==> src/fcl_pkg.sv <==
// Purpose: shared constants and types of the fir coefficient loader
// Assumes: 16-bit register port, 27-bit sign-magnitude coefficients
// Notes:   control register 1 layout and status word layout live here
package fcl_pkg;

  // ==========================================================
  // register map and field positions
  localparam logic [15:0] FCL_CTRL1_ADDR = 16'h0001;
  localparam logic [8:0]  FCL_CTRL1_RST  = 9'h01a;   // kept bits 8..0
  localparam int          FCL_LOAD_BIT   = 15;
  localparam int          FCL_STAT_BIT   = 11;
  localparam int          FCL_TAP_LSB    = 5;
  localparam int          FCL_TAP_MSB    = 8;
  localparam int          FCL_KEEP_MSB   = 8;       // 15..9 self-clear
  localparam int          FCL_GOOD_BIT   = 7;       // status and data lsw
  localparam int          FCL_UFILT_BIT  = 5;       // status word

  // ==========================================================
  // coefficient format and counts
  localparam int          FCL_NUM_COEFFS = 48;
  localparam int          FCL_COEF_W     = 27;
  localparam int          FCL_HI_W       = 11;      // sign + mag 25..16
  localparam int          FCL_IDX_W      = 6;
  localparam logic [5:0]  FCL_COEF_STEP  = 6'h06;   // coeffs per code step

  // ==========================================================
  // download sequencer states, one-hot
  typedef enum logic [4:0] {
    FCL_IDLE = 5'h01,
    FCL_HI   = 5'h02,
    FCL_LO   = 5'h04,
    FCL_SUM  = 5'h08,
    FCL_FILL = 5'h10
  } fcl_state_e;

  // odd code n gives (n+1)/2 * 6 half-response coefficients
  function automatic logic [5:0] fcl_tap_coeffs(input logic [3:0] code);
    return (6'(code[3:1]) + 6'h01) * FCL_COEF_STEP;
  endfunction

  // adds both bytes of one bus word to the running checksum
  function automatic logic [15:0] fcl_add_bytes(input logic [15:0] acc,
                                                input logic [15:0] w);
    return acc + {8'h00, w[15:8]} + {8'h00, w[7:0]};
  endfunction

endpackage

==> src/fcl_coef_ram.sv <==
// Purpose: volatile store of downloaded coefficients
// Assumes: one write port, one registered read port, same clock
// Notes:   contents are undefined after power-up; top tracks validity
`timescale 1ns/10ps
module fcl_coef_ram #(
  parameter int WIDTH = 27,
  parameter int DEPTH = 48,
  parameter int AW    = 6
) (
  input  wire logic             clk,
  input  wire logic             wr_en,
  input  wire logic [AW-1:0]    wr_addr,
  input  wire logic [WIDTH-1:0] wr_data,
  input  wire logic [AW-1:0]    rd_addr,
  output logic      [WIDTH-1:0] rd_data_q
);
  logic [WIDTH-1:0] mem_r [DEPTH];

  if (DEPTH > (1 << AW)) begin : g_chk
    $error("fcl_coef_ram: DEPTH does not fit AW");
  end

  // ==========================================================
  // write then registered read; no reset on the array itself
  always_ff @(posedge clk) begin
    if (wr_en && (32'(wr_addr) < DEPTH)) begin
      mem_r[wr_addr] <= wr_data;
    end
    rd_data_q <= (32'(rd_addr) < DEPTH) ? mem_r[rd_addr] : '0;
  end
endmodule

==> src/fcl_default_rom.sv <==
// Purpose: built-in 96-tap low-pass half response, sign-magnitude
// Assumes: index 0 is the tap next to the point of symmetry
// Notes:   read data registered; out-of-range index reads zero
`timescale 1ns/10ps
module fcl_default_rom
  import fcl_pkg::*;
(
  input  wire logic                  clk,
  input  wire logic [FCL_IDX_W-1:0]  addr,
  output logic      [FCL_COEF_W-1:0] data_q
);
  // ==========================================================
  // constant table, bit 26 is the sign
  always_ff @(posedge clk) begin
    case (addr)
      6'h00: data_q <= 27'h332bca0; 6'h01: data_q <= 27'h17fa5a0;
      6'h02: data_q <= 27'h444a196; 6'h03: data_q <= 27'h4b62067;
      6'h04: data_q <= 27'h4140c31; 6'h05: data_q <= 27'h06a734e;
      6'h06: data_q <= 27'h031dddb; 6'h07: data_q <= 27'h439e6b2;
      6'h08: data_q <= 27'h4392e4a; 6'h09: data_q <= 27'h01709d9;
      6'h0a: data_q <= 27'h0344ef8; 6'h0b: data_q <= 27'h001397f;
      6'h0c: data_q <= 27'h428c5fc; 6'h0d: data_q <= 27'h4101f74;
      6'h0e: data_q <= 27'h01a92fb; 6'h0f: data_q <= 27'h016ebf8;
      6'h10: data_q <= 27'h40cc178; 6'h11: data_q <= 27'h4175250;
      6'h12: data_q <= 27'h0016dba; 6'h13: data_q <= 27'h0135efe;
      6'h14: data_q <= 27'h006466d; 6'h15: data_q <= 27'h40d2f26;
      6'h16: data_q <= 27'h40a242e; 6'h17: data_q <= 27'h006a139;
      6'h18: data_q <= 27'h00ab1af; 6'h19: data_q <= 27'h401150a;
      6'h1a: data_q <= 27'h408e917; 6'h1b: data_q <= 27'h402af3e;
      6'h1c: data_q <= 27'h005ee3b; 6'h1d: data_q <= 27'h0047c70;
      6'h1e: data_q <= 27'h402cbd2; 6'h1f: data_q <= 27'h4049e05;
      6'h20: data_q <= 27'h0003ea2; 6'h21: data_q <= 27'h003a2eb;
      6'h22: data_q <= 27'h00158ca; 6'h23: data_q <= 27'h4022f65;
      6'h24: data_q <= 27'h401f797; 6'h25: data_q <= 27'h000ca52;
      6'h26: data_q <= 27'h001dc13; 6'h27: data_q <= 27'h000402a;
      6'h28: data_q <= 27'h401619c; 6'h29: data_q <= 27'h400f99b;
      6'h2a: data_q <= 27'h000b0b2; 6'h2b: data_q <= 27'h001c020;
      6'h2c: data_q <= 27'h0018fd5; 6'h2d: data_q <= 27'h000cdbd;
      6'h2e: data_q <= 27'h0003cc7; 6'h2f: data_q <= 27'h00007ab;
      default: data_q <= '0;
    endcase
  end
endmodule

==> src/fcl_loader.sv <==
// Purpose: coefficient download, checksum and status for the fir stage
// Assumes: host writes one word per write strobe, reads one per strobe
// Notes:   filter arithmetic reads coefficients through coef_idx
//
// Functional notes
// - reset selects the built-in 96-tap set of 48 half coefficients
// - coefficients are sign-magnitude, 26 magnitude bits, sign zero positive
// - coefficients arrive centre first, moving outward
// - upper word holds zeros, sign, mag 25..16; lower word mag 15..0
// - checksum is 16-bit sum of all coefficient bytes, sent last
// - device sums the same bytes and sets download good on match
// - code 0000 selects default, odd codes select 6 to 48 coefficients
// - user set is volatile; reset brings back the default set
// - download good flag sits in bit 7 of the status word
// - download good flag also shows during normal data reads
// - after checksum unused positions are zero-filled; host waits
// - load request bit 15, tap code bits 8..5; writes become coefficients
// - status select bit 11 makes the next read return status
// - control bits 15..9 clear themselves after taking effect
`timescale 1ns/10ps
module fcl_loader
  import fcl_pkg::*;
#(
  parameter int MAX_COEFFS = FCL_NUM_COEFFS
) (
  input  wire logic                  ref_clk,
  input  wire logic                  arst_n,
  input  wire logic [15:0]           reg_addr,
  input  wire logic [15:0]           reg_wdata,
  input  wire logic                  reg_wr,
  input  wire logic                  reg_rd,
  output logic      [15:0]           reg_rdata,
  input  wire logic [15:0]           conv_word,
  input  wire logic [FCL_IDX_W-1:0]  coef_idx,
  output logic      [FCL_COEF_W-1:0] coef_data,
  output logic                       download_good_flag,
  output logic                       user_filter_active,
  output logic                       load_busy,
  output logic      [FCL_KEEP_MSB:0] ctrl_settings
);

  // ==========================================================
  // elaboration check
  if ((MAX_COEFFS < 6) || (MAX_COEFFS > FCL_NUM_COEFFS) ||
      (MAX_COEFFS % 6 != 0)) begin : g_chk
    $error("fcl_loader: MAX_COEFFS must be 6..48 in steps of 6");
  end

  localparam logic [5:0] MAX_C = 6'(MAX_COEFFS);

  // ==========================================================
  // state record
  typedef struct packed {
    fcl_state_e            st;
    logic [FCL_KEEP_MSB:0] ctrl;      // non self-clearing control bits
    logic [5:0]            idx;       // next coefficient position
    logic [5:0]            count;     // coefficients in this download
    logic [FCL_HI_W-1:0]   hi;        // upper word held until lower
    logic [15:0]           sum;       // running byte checksum
    logic                  good;
    logic                  user;      // user set in force
    logic                  stat_pend; // next read returns status
    logic [15:0]           rdata;
    logic                  sel_d;     // user select aligned to memory read
    logic [FCL_COEF_W-1:0] coef;
    logic                  busy;
  } fcl_state_s;

  fcl_state_s s_q;
  fcl_state_s s_d;
  logic [1:0] rst_sync_q;
  logic       rst_n;

  logic                  mem_we;
  logic [5:0]            mem_wa;
  logic [FCL_COEF_W-1:0] mem_wd;
  logic [FCL_COEF_W-1:0] ram_rd;
  logic [FCL_COEF_W-1:0] rom_rd;
  logic [15:0]           status_word;
  logic                  ctrl_wr;
  logic [3:0]            tap_count_code;
  logic                  arm_ok;

  // ==========================================================
  // reset release through two flops
  always_ff @(posedge ref_clk or negedge arst_n) begin
    if (!arst_n) begin
      rst_sync_q <= 2'h0;
    end else begin
      rst_sync_q <= {rst_sync_q[0], 1'b1};
    end
  end
  assign rst_n = rst_sync_q[1];

  // ==========================================================
  // storage: downloaded set and built-in default set
  fcl_coef_ram #(
    .WIDTH (FCL_COEF_W),
    .DEPTH (FCL_NUM_COEFFS),
    .AW    (FCL_IDX_W)
  ) u_ram (
    .clk       (ref_clk),
    .wr_en     (mem_we),
    .wr_addr   (mem_wa),
    .wr_data   (mem_wd),
    .rd_addr   (coef_idx),
    .rd_data_q (ram_rd)
  );

  fcl_default_rom u_rom (
    .clk    (ref_clk),
    .addr   (coef_idx),
    .data_q (rom_rd)
  );

  // ==========================================================
  // decode of a control register write
  assign ctrl_wr        = reg_wr && (reg_addr == FCL_CTRL1_ADDR);
  assign tap_count_code = reg_wdata[FCL_TAP_MSB:FCL_TAP_LSB];
  // even nonzero codes and lengths beyond storage are refused
  assign arm_ok = tap_count_code[0] &&
                  (fcl_tap_coeffs(tap_count_code) <= MAX_C);

  // status word: good flag, user-filter flag, decimation/bypass bits
  always_comb begin
    status_word                = '0;
    status_word[FCL_GOOD_BIT]  = s_q.good;
    status_word[FCL_UFILT_BIT] = s_q.user;
    status_word[4:0]           = s_q.ctrl[4:0];
  end

  // ==========================================================
  // next state
  always_comb begin
    s_d    = s_q;
    mem_we = 1'b0;
    mem_wa = s_q.idx;
    mem_wd = '0;
    // read data stand for one cycle only
    s_d.rdata = '0;
    if (reg_rd) begin
      if (s_q.stat_pend) begin
        s_d.rdata     = status_word;
        s_d.stat_pend = 1'b0;
      end else begin
        s_d.rdata               = conv_word;
        s_d.rdata[FCL_GOOD_BIT] = s_q.good;
      end
    end
    case (s_q.st)
      FCL_IDLE: begin
        if (ctrl_wr) begin
          // only bits 8..0 are kept; 15..9 act once and vanish
          s_d.ctrl = reg_wdata[FCL_KEEP_MSB:0];
          if (reg_wdata[FCL_STAT_BIT]) begin
            s_d.stat_pend = 1'b1;
          end
          if (reg_wdata[FCL_LOAD_BIT]) begin
            if (tap_count_code == 4'h0) begin
              s_d.user = 1'b0;
            end else if (arm_ok) begin
              s_d.st    = FCL_HI;
              s_d.count = fcl_tap_coeffs(tap_count_code);
              s_d.idx   = '0;
              s_d.sum   = '0;
              s_d.good  = 1'b0;
              // old set leaves service while the ram is rewritten
              s_d.user  = 1'b0;
            end
          end
        end
      end
      FCL_HI: begin
        // any write is coefficient data while armed
        if (reg_wr) begin
          s_d.hi  = reg_wdata[FCL_HI_W-1:0];
          s_d.sum = fcl_add_bytes(s_q.sum, reg_wdata);
          s_d.st  = FCL_LO;
        end
      end
      FCL_LO: begin
        if (reg_wr) begin
          mem_we  = 1'b1;
          mem_wd  = {s_q.hi, reg_wdata};
          s_d.sum = fcl_add_bytes(s_q.sum, reg_wdata);
          s_d.idx = s_q.idx + 6'h01;
          s_d.st  = (s_q.idx == s_q.count - 6'h01) ? FCL_SUM : FCL_HI;
        end
      end
      FCL_SUM: begin
        if (reg_wr) begin
          // a bad sum keeps the default set and a cleared flag
          s_d.good = (reg_wdata == s_q.sum);
          s_d.user = (reg_wdata == s_q.sum);
          s_d.st   = (s_q.count == MAX_C) ? FCL_IDLE : FCL_FILL;
        end
      end
      FCL_FILL: begin
        // unused outer taps become zero; writes meanwhile are dropped
        mem_we  = 1'b1;
        s_d.idx = s_q.idx + 6'h01;
        if (s_q.idx == MAX_C - 6'h01) begin
          s_d.st = FCL_IDLE;
        end
      end
      default: begin
        s_d.st = FCL_IDLE;
      end
    endcase
    s_d.busy  = (s_d.st != FCL_IDLE);
    // memory reads take one cycle, the select follows them
    s_d.sel_d = s_q.user;
    s_d.coef  = s_q.sel_d ? ram_rd : rom_rd;
  end

  // ==========================================================
  // state register; reset restores default set and control
  always_ff @(posedge ref_clk or negedge rst_n) begin
    if (!rst_n) begin
      s_q           <= '0;
      s_q.st        <= FCL_IDLE;
      s_q.ctrl      <= FCL_CTRL1_RST;
      s_q.user      <= 1'b0;
    end else begin
      s_q <= s_d;
    end
  end

  assign reg_rdata          = s_q.rdata;
  assign coef_data          = s_q.coef;
  assign download_good_flag = s_q.good;
  assign user_filter_active = s_q.user;
  assign load_busy          = s_q.busy;
  assign ctrl_settings      = s_q.ctrl;
endmodule

==> config.mk <==
export PLATFORM = sky130hd
export DESIGN_NAME = fcl_loader
export DESIGN_NICKNAME = d
export VERILOG_FILES = /design/src/fcl_pkg.sv /design/src/fcl_coef_ram.sv /design/src/fcl_default_rom.sv /design/src/fcl_loader.sv
export SDC_FILE = /design/constraint.sdc
export NUM_CORES = 2
export LEC_CHECK = 0
export BUFFER_PORTS_ARGS = -buffer_cell sky130_fd_sc_hd__buf_2
export CAP_MARGIN = 15
export CORE_UTILIZATION = 50
export CTS_CLUSTER_SIZE = 16
export DETAILED_ROUTE_END_ITERATION = 10
export GPL_ROUTABILITY_DRIVEN = 0
export GPL_TIMING_DRIVEN = 0
export PLACE_DENSITY = 0.66
export SLEW_MARGIN = 40
export SYNTH_ARGS = -nofsm -noshare
export SYNTH_HDL_FRONTEND = slang
export SYNTH_SLANG_ARGS = --single-unit
==> constraint.sdc <==
create_clock -name ref_clk -period 7.25 [get_ports ref_clk]
set_input_delay 0.725 -clock ref_clk [delete_from_list [all_inputs] [get_ports ref_clk]]
set_output_delay 0.725 -clock ref_clk [all_outputs]
set_load 0.03 [all_outputs]
==> summary.txt <==
DRT Pass-1 Iters -> 11
# diodes -> 0
# resized after CTS -> 0
Final nets -> 3385
GR Util met2 -> 39.9%
I/O Pins -> 113
FP Rows -> 124
Clock transition at the registers of the reported paths -> 60 ps
Status -> complete, but fails checks
Startpoint type of the worst setup path -> primary input
Netlist cell types -> 68
Area of the multi-input gates -> 14200 sq um
Crit share post-route -> 50.7%
Core area -> 114000 sq um
GRT Max-Usage Layer -> met2
Worst setup path endpoint -> u_rom.data_q[17]$_DFF_P_
Crit. End Element -> register
Peak supply drop -> 0.000240 V
Layout overhead on the synthesized area -> 16.8%
Synth warn -> 0
H-tree levels -> 4
First-pass GRT wire length -> 218 mm
Final setup fails -> 0
Final Hold Viols -> 0
Slew Viols, Final -> 0
Lkg Pwr -> 22.3 nW
Clock Root Buffer -> clkbuf_16
Req. time, crit path -> 7820 ps
DRT antenna net count -> 0
Vias in the first global route -> 31300
Source of the worst register-to-register timing path -> s_q[97]$_DFF_PN0_
EDFF count, synth -> 1296
Commonest non-fill, non-tap cell in the layout -> edfxtp_1
CP max FO -> 10
Total Routing Usage GR -> 26.2%
WL final -> 152 mm
PwrDens -> 258 nW/um^2
Setup Skew -> 32.8 ps
Synth Flop Type -> edfxtp_1
GRT Residual Overflow -> 0
Largest net degree at the start of global routing -> 49
Seq/Total Area, Yosys -> 74.0%
Initial Utilization -> 50.4%
Chip width -> 341 um
CTS Hold Bufs -> 1
Hold Crit Start -> conv_word[9]
Post-synthesis cell count -> 2945
Worst slew margin -> 34.5%
Met1 Use GR -> 37.1%
Dpl hpwl -> 104 mm
Setup bufs post-CTS -> 0
Critical path class -> primary input to register
Max frequency -> 0.272 GHz
Cell Area, Placed -> 62300 sq um
Clock Latency Late Sink -> 770 ps
Crit. Startpoint -> coef_idx[0]
Area share of the largest cell type after synthesis -> 67.7%
Cell area after layout -> 67200 sq um
Failing checks -> design-rule violations
FFs w/ async S/R, synth -> 7.02%
Share of layout cells above drive strength 1 -> 30.3%
Die area -> 116000 sq um
Worst Hold Depth -> 2
Post-Syn Area -> 57500 sq um
Initial DRC count -> 5740
CTS tree -> done
Met3 Track Usage GR -> 5.90%
R2r endpoint -> u_ram.mem_r[3][11]$_DFFE_PP_
Syn Area/Cell -> 19.5 sq um
Storage cell area -> 42600 sq um
DRC viols -> 209
Worst-Margin Slew -> 982 ps
CP arrival -> 4250 ps
Syn nets -> 3038
Max cap viols -> 0
Clock Tree Buf Depth -> 3
Drt wl/cell -> 30.9 um
Tmin final -> 3680 ps
CTS buffer count -> 143
RSZ-0062 raised after global routing -> no
Setup TNS -> 0 ps
Dominant cells by area after synthesis -> edfxtp_1, mux4_2, dfrtp_1, dfxtp_1, a22oi_1
Port-buffer cells -> 108
Synth Register Bits -> 1452
Synth area leader -> edfxtp_1
Flop-to-flop setup slack -> 3810 ps
Vias per inst -> 6.37
Initial antenna violation count -> 6
Die H -> 341 um
CTS Sinks -> 1452
Hold Crit Class -> primary input to register
Via Count -> 31400
Register-to-Register Path Depth -> 8
Most frequent cells in the layout -> edfxtp_1, mux4_2, buf_2
Fill count -> 8142
[worst max-delay path, stage by stage]
cell      delay, ps
buf_2           300
buf_6           190
buf_6           190
buf_6           250
buf_4           300
inv_1           320
ha_1            400
buf_1           270
nand2b_1        310
nand2b_1        210
nand3_1         110
a21oi_1          50
o32ai_1         580
[final cells by class]
| type | count | area share, % |
|---|---|---|
| Inverter | 20 | 0.112 |
| Clock buffer | 172 | 5.63 |
| Sequential cell | 1452 | 63.4 |
| Buffer | 224 | 1.77 |
| Clock inverter | 93 | 1.51 |
| Multi-Input combinational cell | 1249 | 21.1 |
| Tap cell | 1512 | 2.82 |
| Timing Repair Buffer | 202 | 3.74 |
[routing by layer]
layer  vias to the layer above  routed length [um]
met4                         2                6560
met2                      1971               70300
met3                       372               15400
met5                         -                   8
met1                     16300               59600
li1                      12700                   -
[worst min-delay path by stage]
stage,to
after floorplan,rst_sync_q[1]$_DFF_PN0_
after global placement,rst_sync_q[1]$_DFF_PN0_
after detailed placement,s_q[78]$_DFFE_PN0P_
after CTS,reg_rdata[6]$_DFF_PN0_
after global routing,reg_rdata[6]$_DFF_PN0_
final,reg_rdata[9]$_DFF_PN0_
[power breakdown]
part / leakage [nW] / internal [mW] / total, mW / switching (mW)
combinational: 6.48 / 0.291 / 0.795 / 0.504
clock: 2.31 / 4.27 / 7.49 / 3.21
sequential: 13.5 / 9.03 / 9.05 / 0.0167
total: 22.3 / 13.6 / 17.3 / 3.73
[state kept, by name, summed over array words and instances (netlist names)]
signal,flops
coef_data,27
ctrl_settings,9
download_good_flag,1
load_busy,1
mem_wa,6
reg_rdata,16
rst_sync_q,2
s_q,39
u_ram.mem_r,1296
u_ram.rd_data_q,27
u_rom.data_q,27
user_filter_active,1
[cell families after synthesis]
group / count (synthesis) / share of synthesized area [%]
adders and majority gates: 35 / 0.892
DFF: 1452 / 74.0
xor gates and xnor gates: 32 / 0.487
and+or+nand+nor: 375 / 3.19
AOI/OAI and AO/OA: 383 / 4.37
other: 1 / 0.00652
muxes: 423 / 14.9
buffers and inverters: 244 / 2.16
[synth_stat cells (11+ instances only)]
cell type,number
a211o_1,26
a21oi_1,102
a22oi_1,99
and2_1,38
and3_1,11
buf_1,18
buf_2,47
buf_4,63
clkbuf_1,92
dfrtp_1,98
dfxtp_1,54
edfxtp_1,1296
ha_1,25
inv_1,18
mux2_2,48
mux2i_1,34
mux4_2,341
nand2_1,102
nand2b_1,15
nand3_1,27
nor2_1,98
nor2b_1,16
nor3_1,25
o21ai_0,65
o22ai_1,12
o31ai_1,11
xnor2_1,11
xor2_1,21
[metrics by stage]
stage | setup WS (ps) | total power [mW] | cells | utilization (%) | hold WS [ps]
6_report | 3570 | 17.3 | 4924 | 58.8 | 185
2_1_floorplan | 3830 | 9.71 | 2945 | - | 331
3_3_place_gp | 368 | 9.98 | 4565 | 52.5 | 333
3_5_place_dp | 3140 | 10.0 | 4656 | 54.6 | 262
4_1_cts | 3780 | 17.4 | 4922 | 58.8 | 147
5_1_grt | 3510 | 17.7 | 4924 | 58.8 | 164
Note: power is estimated with default switching activity, not from simulation.
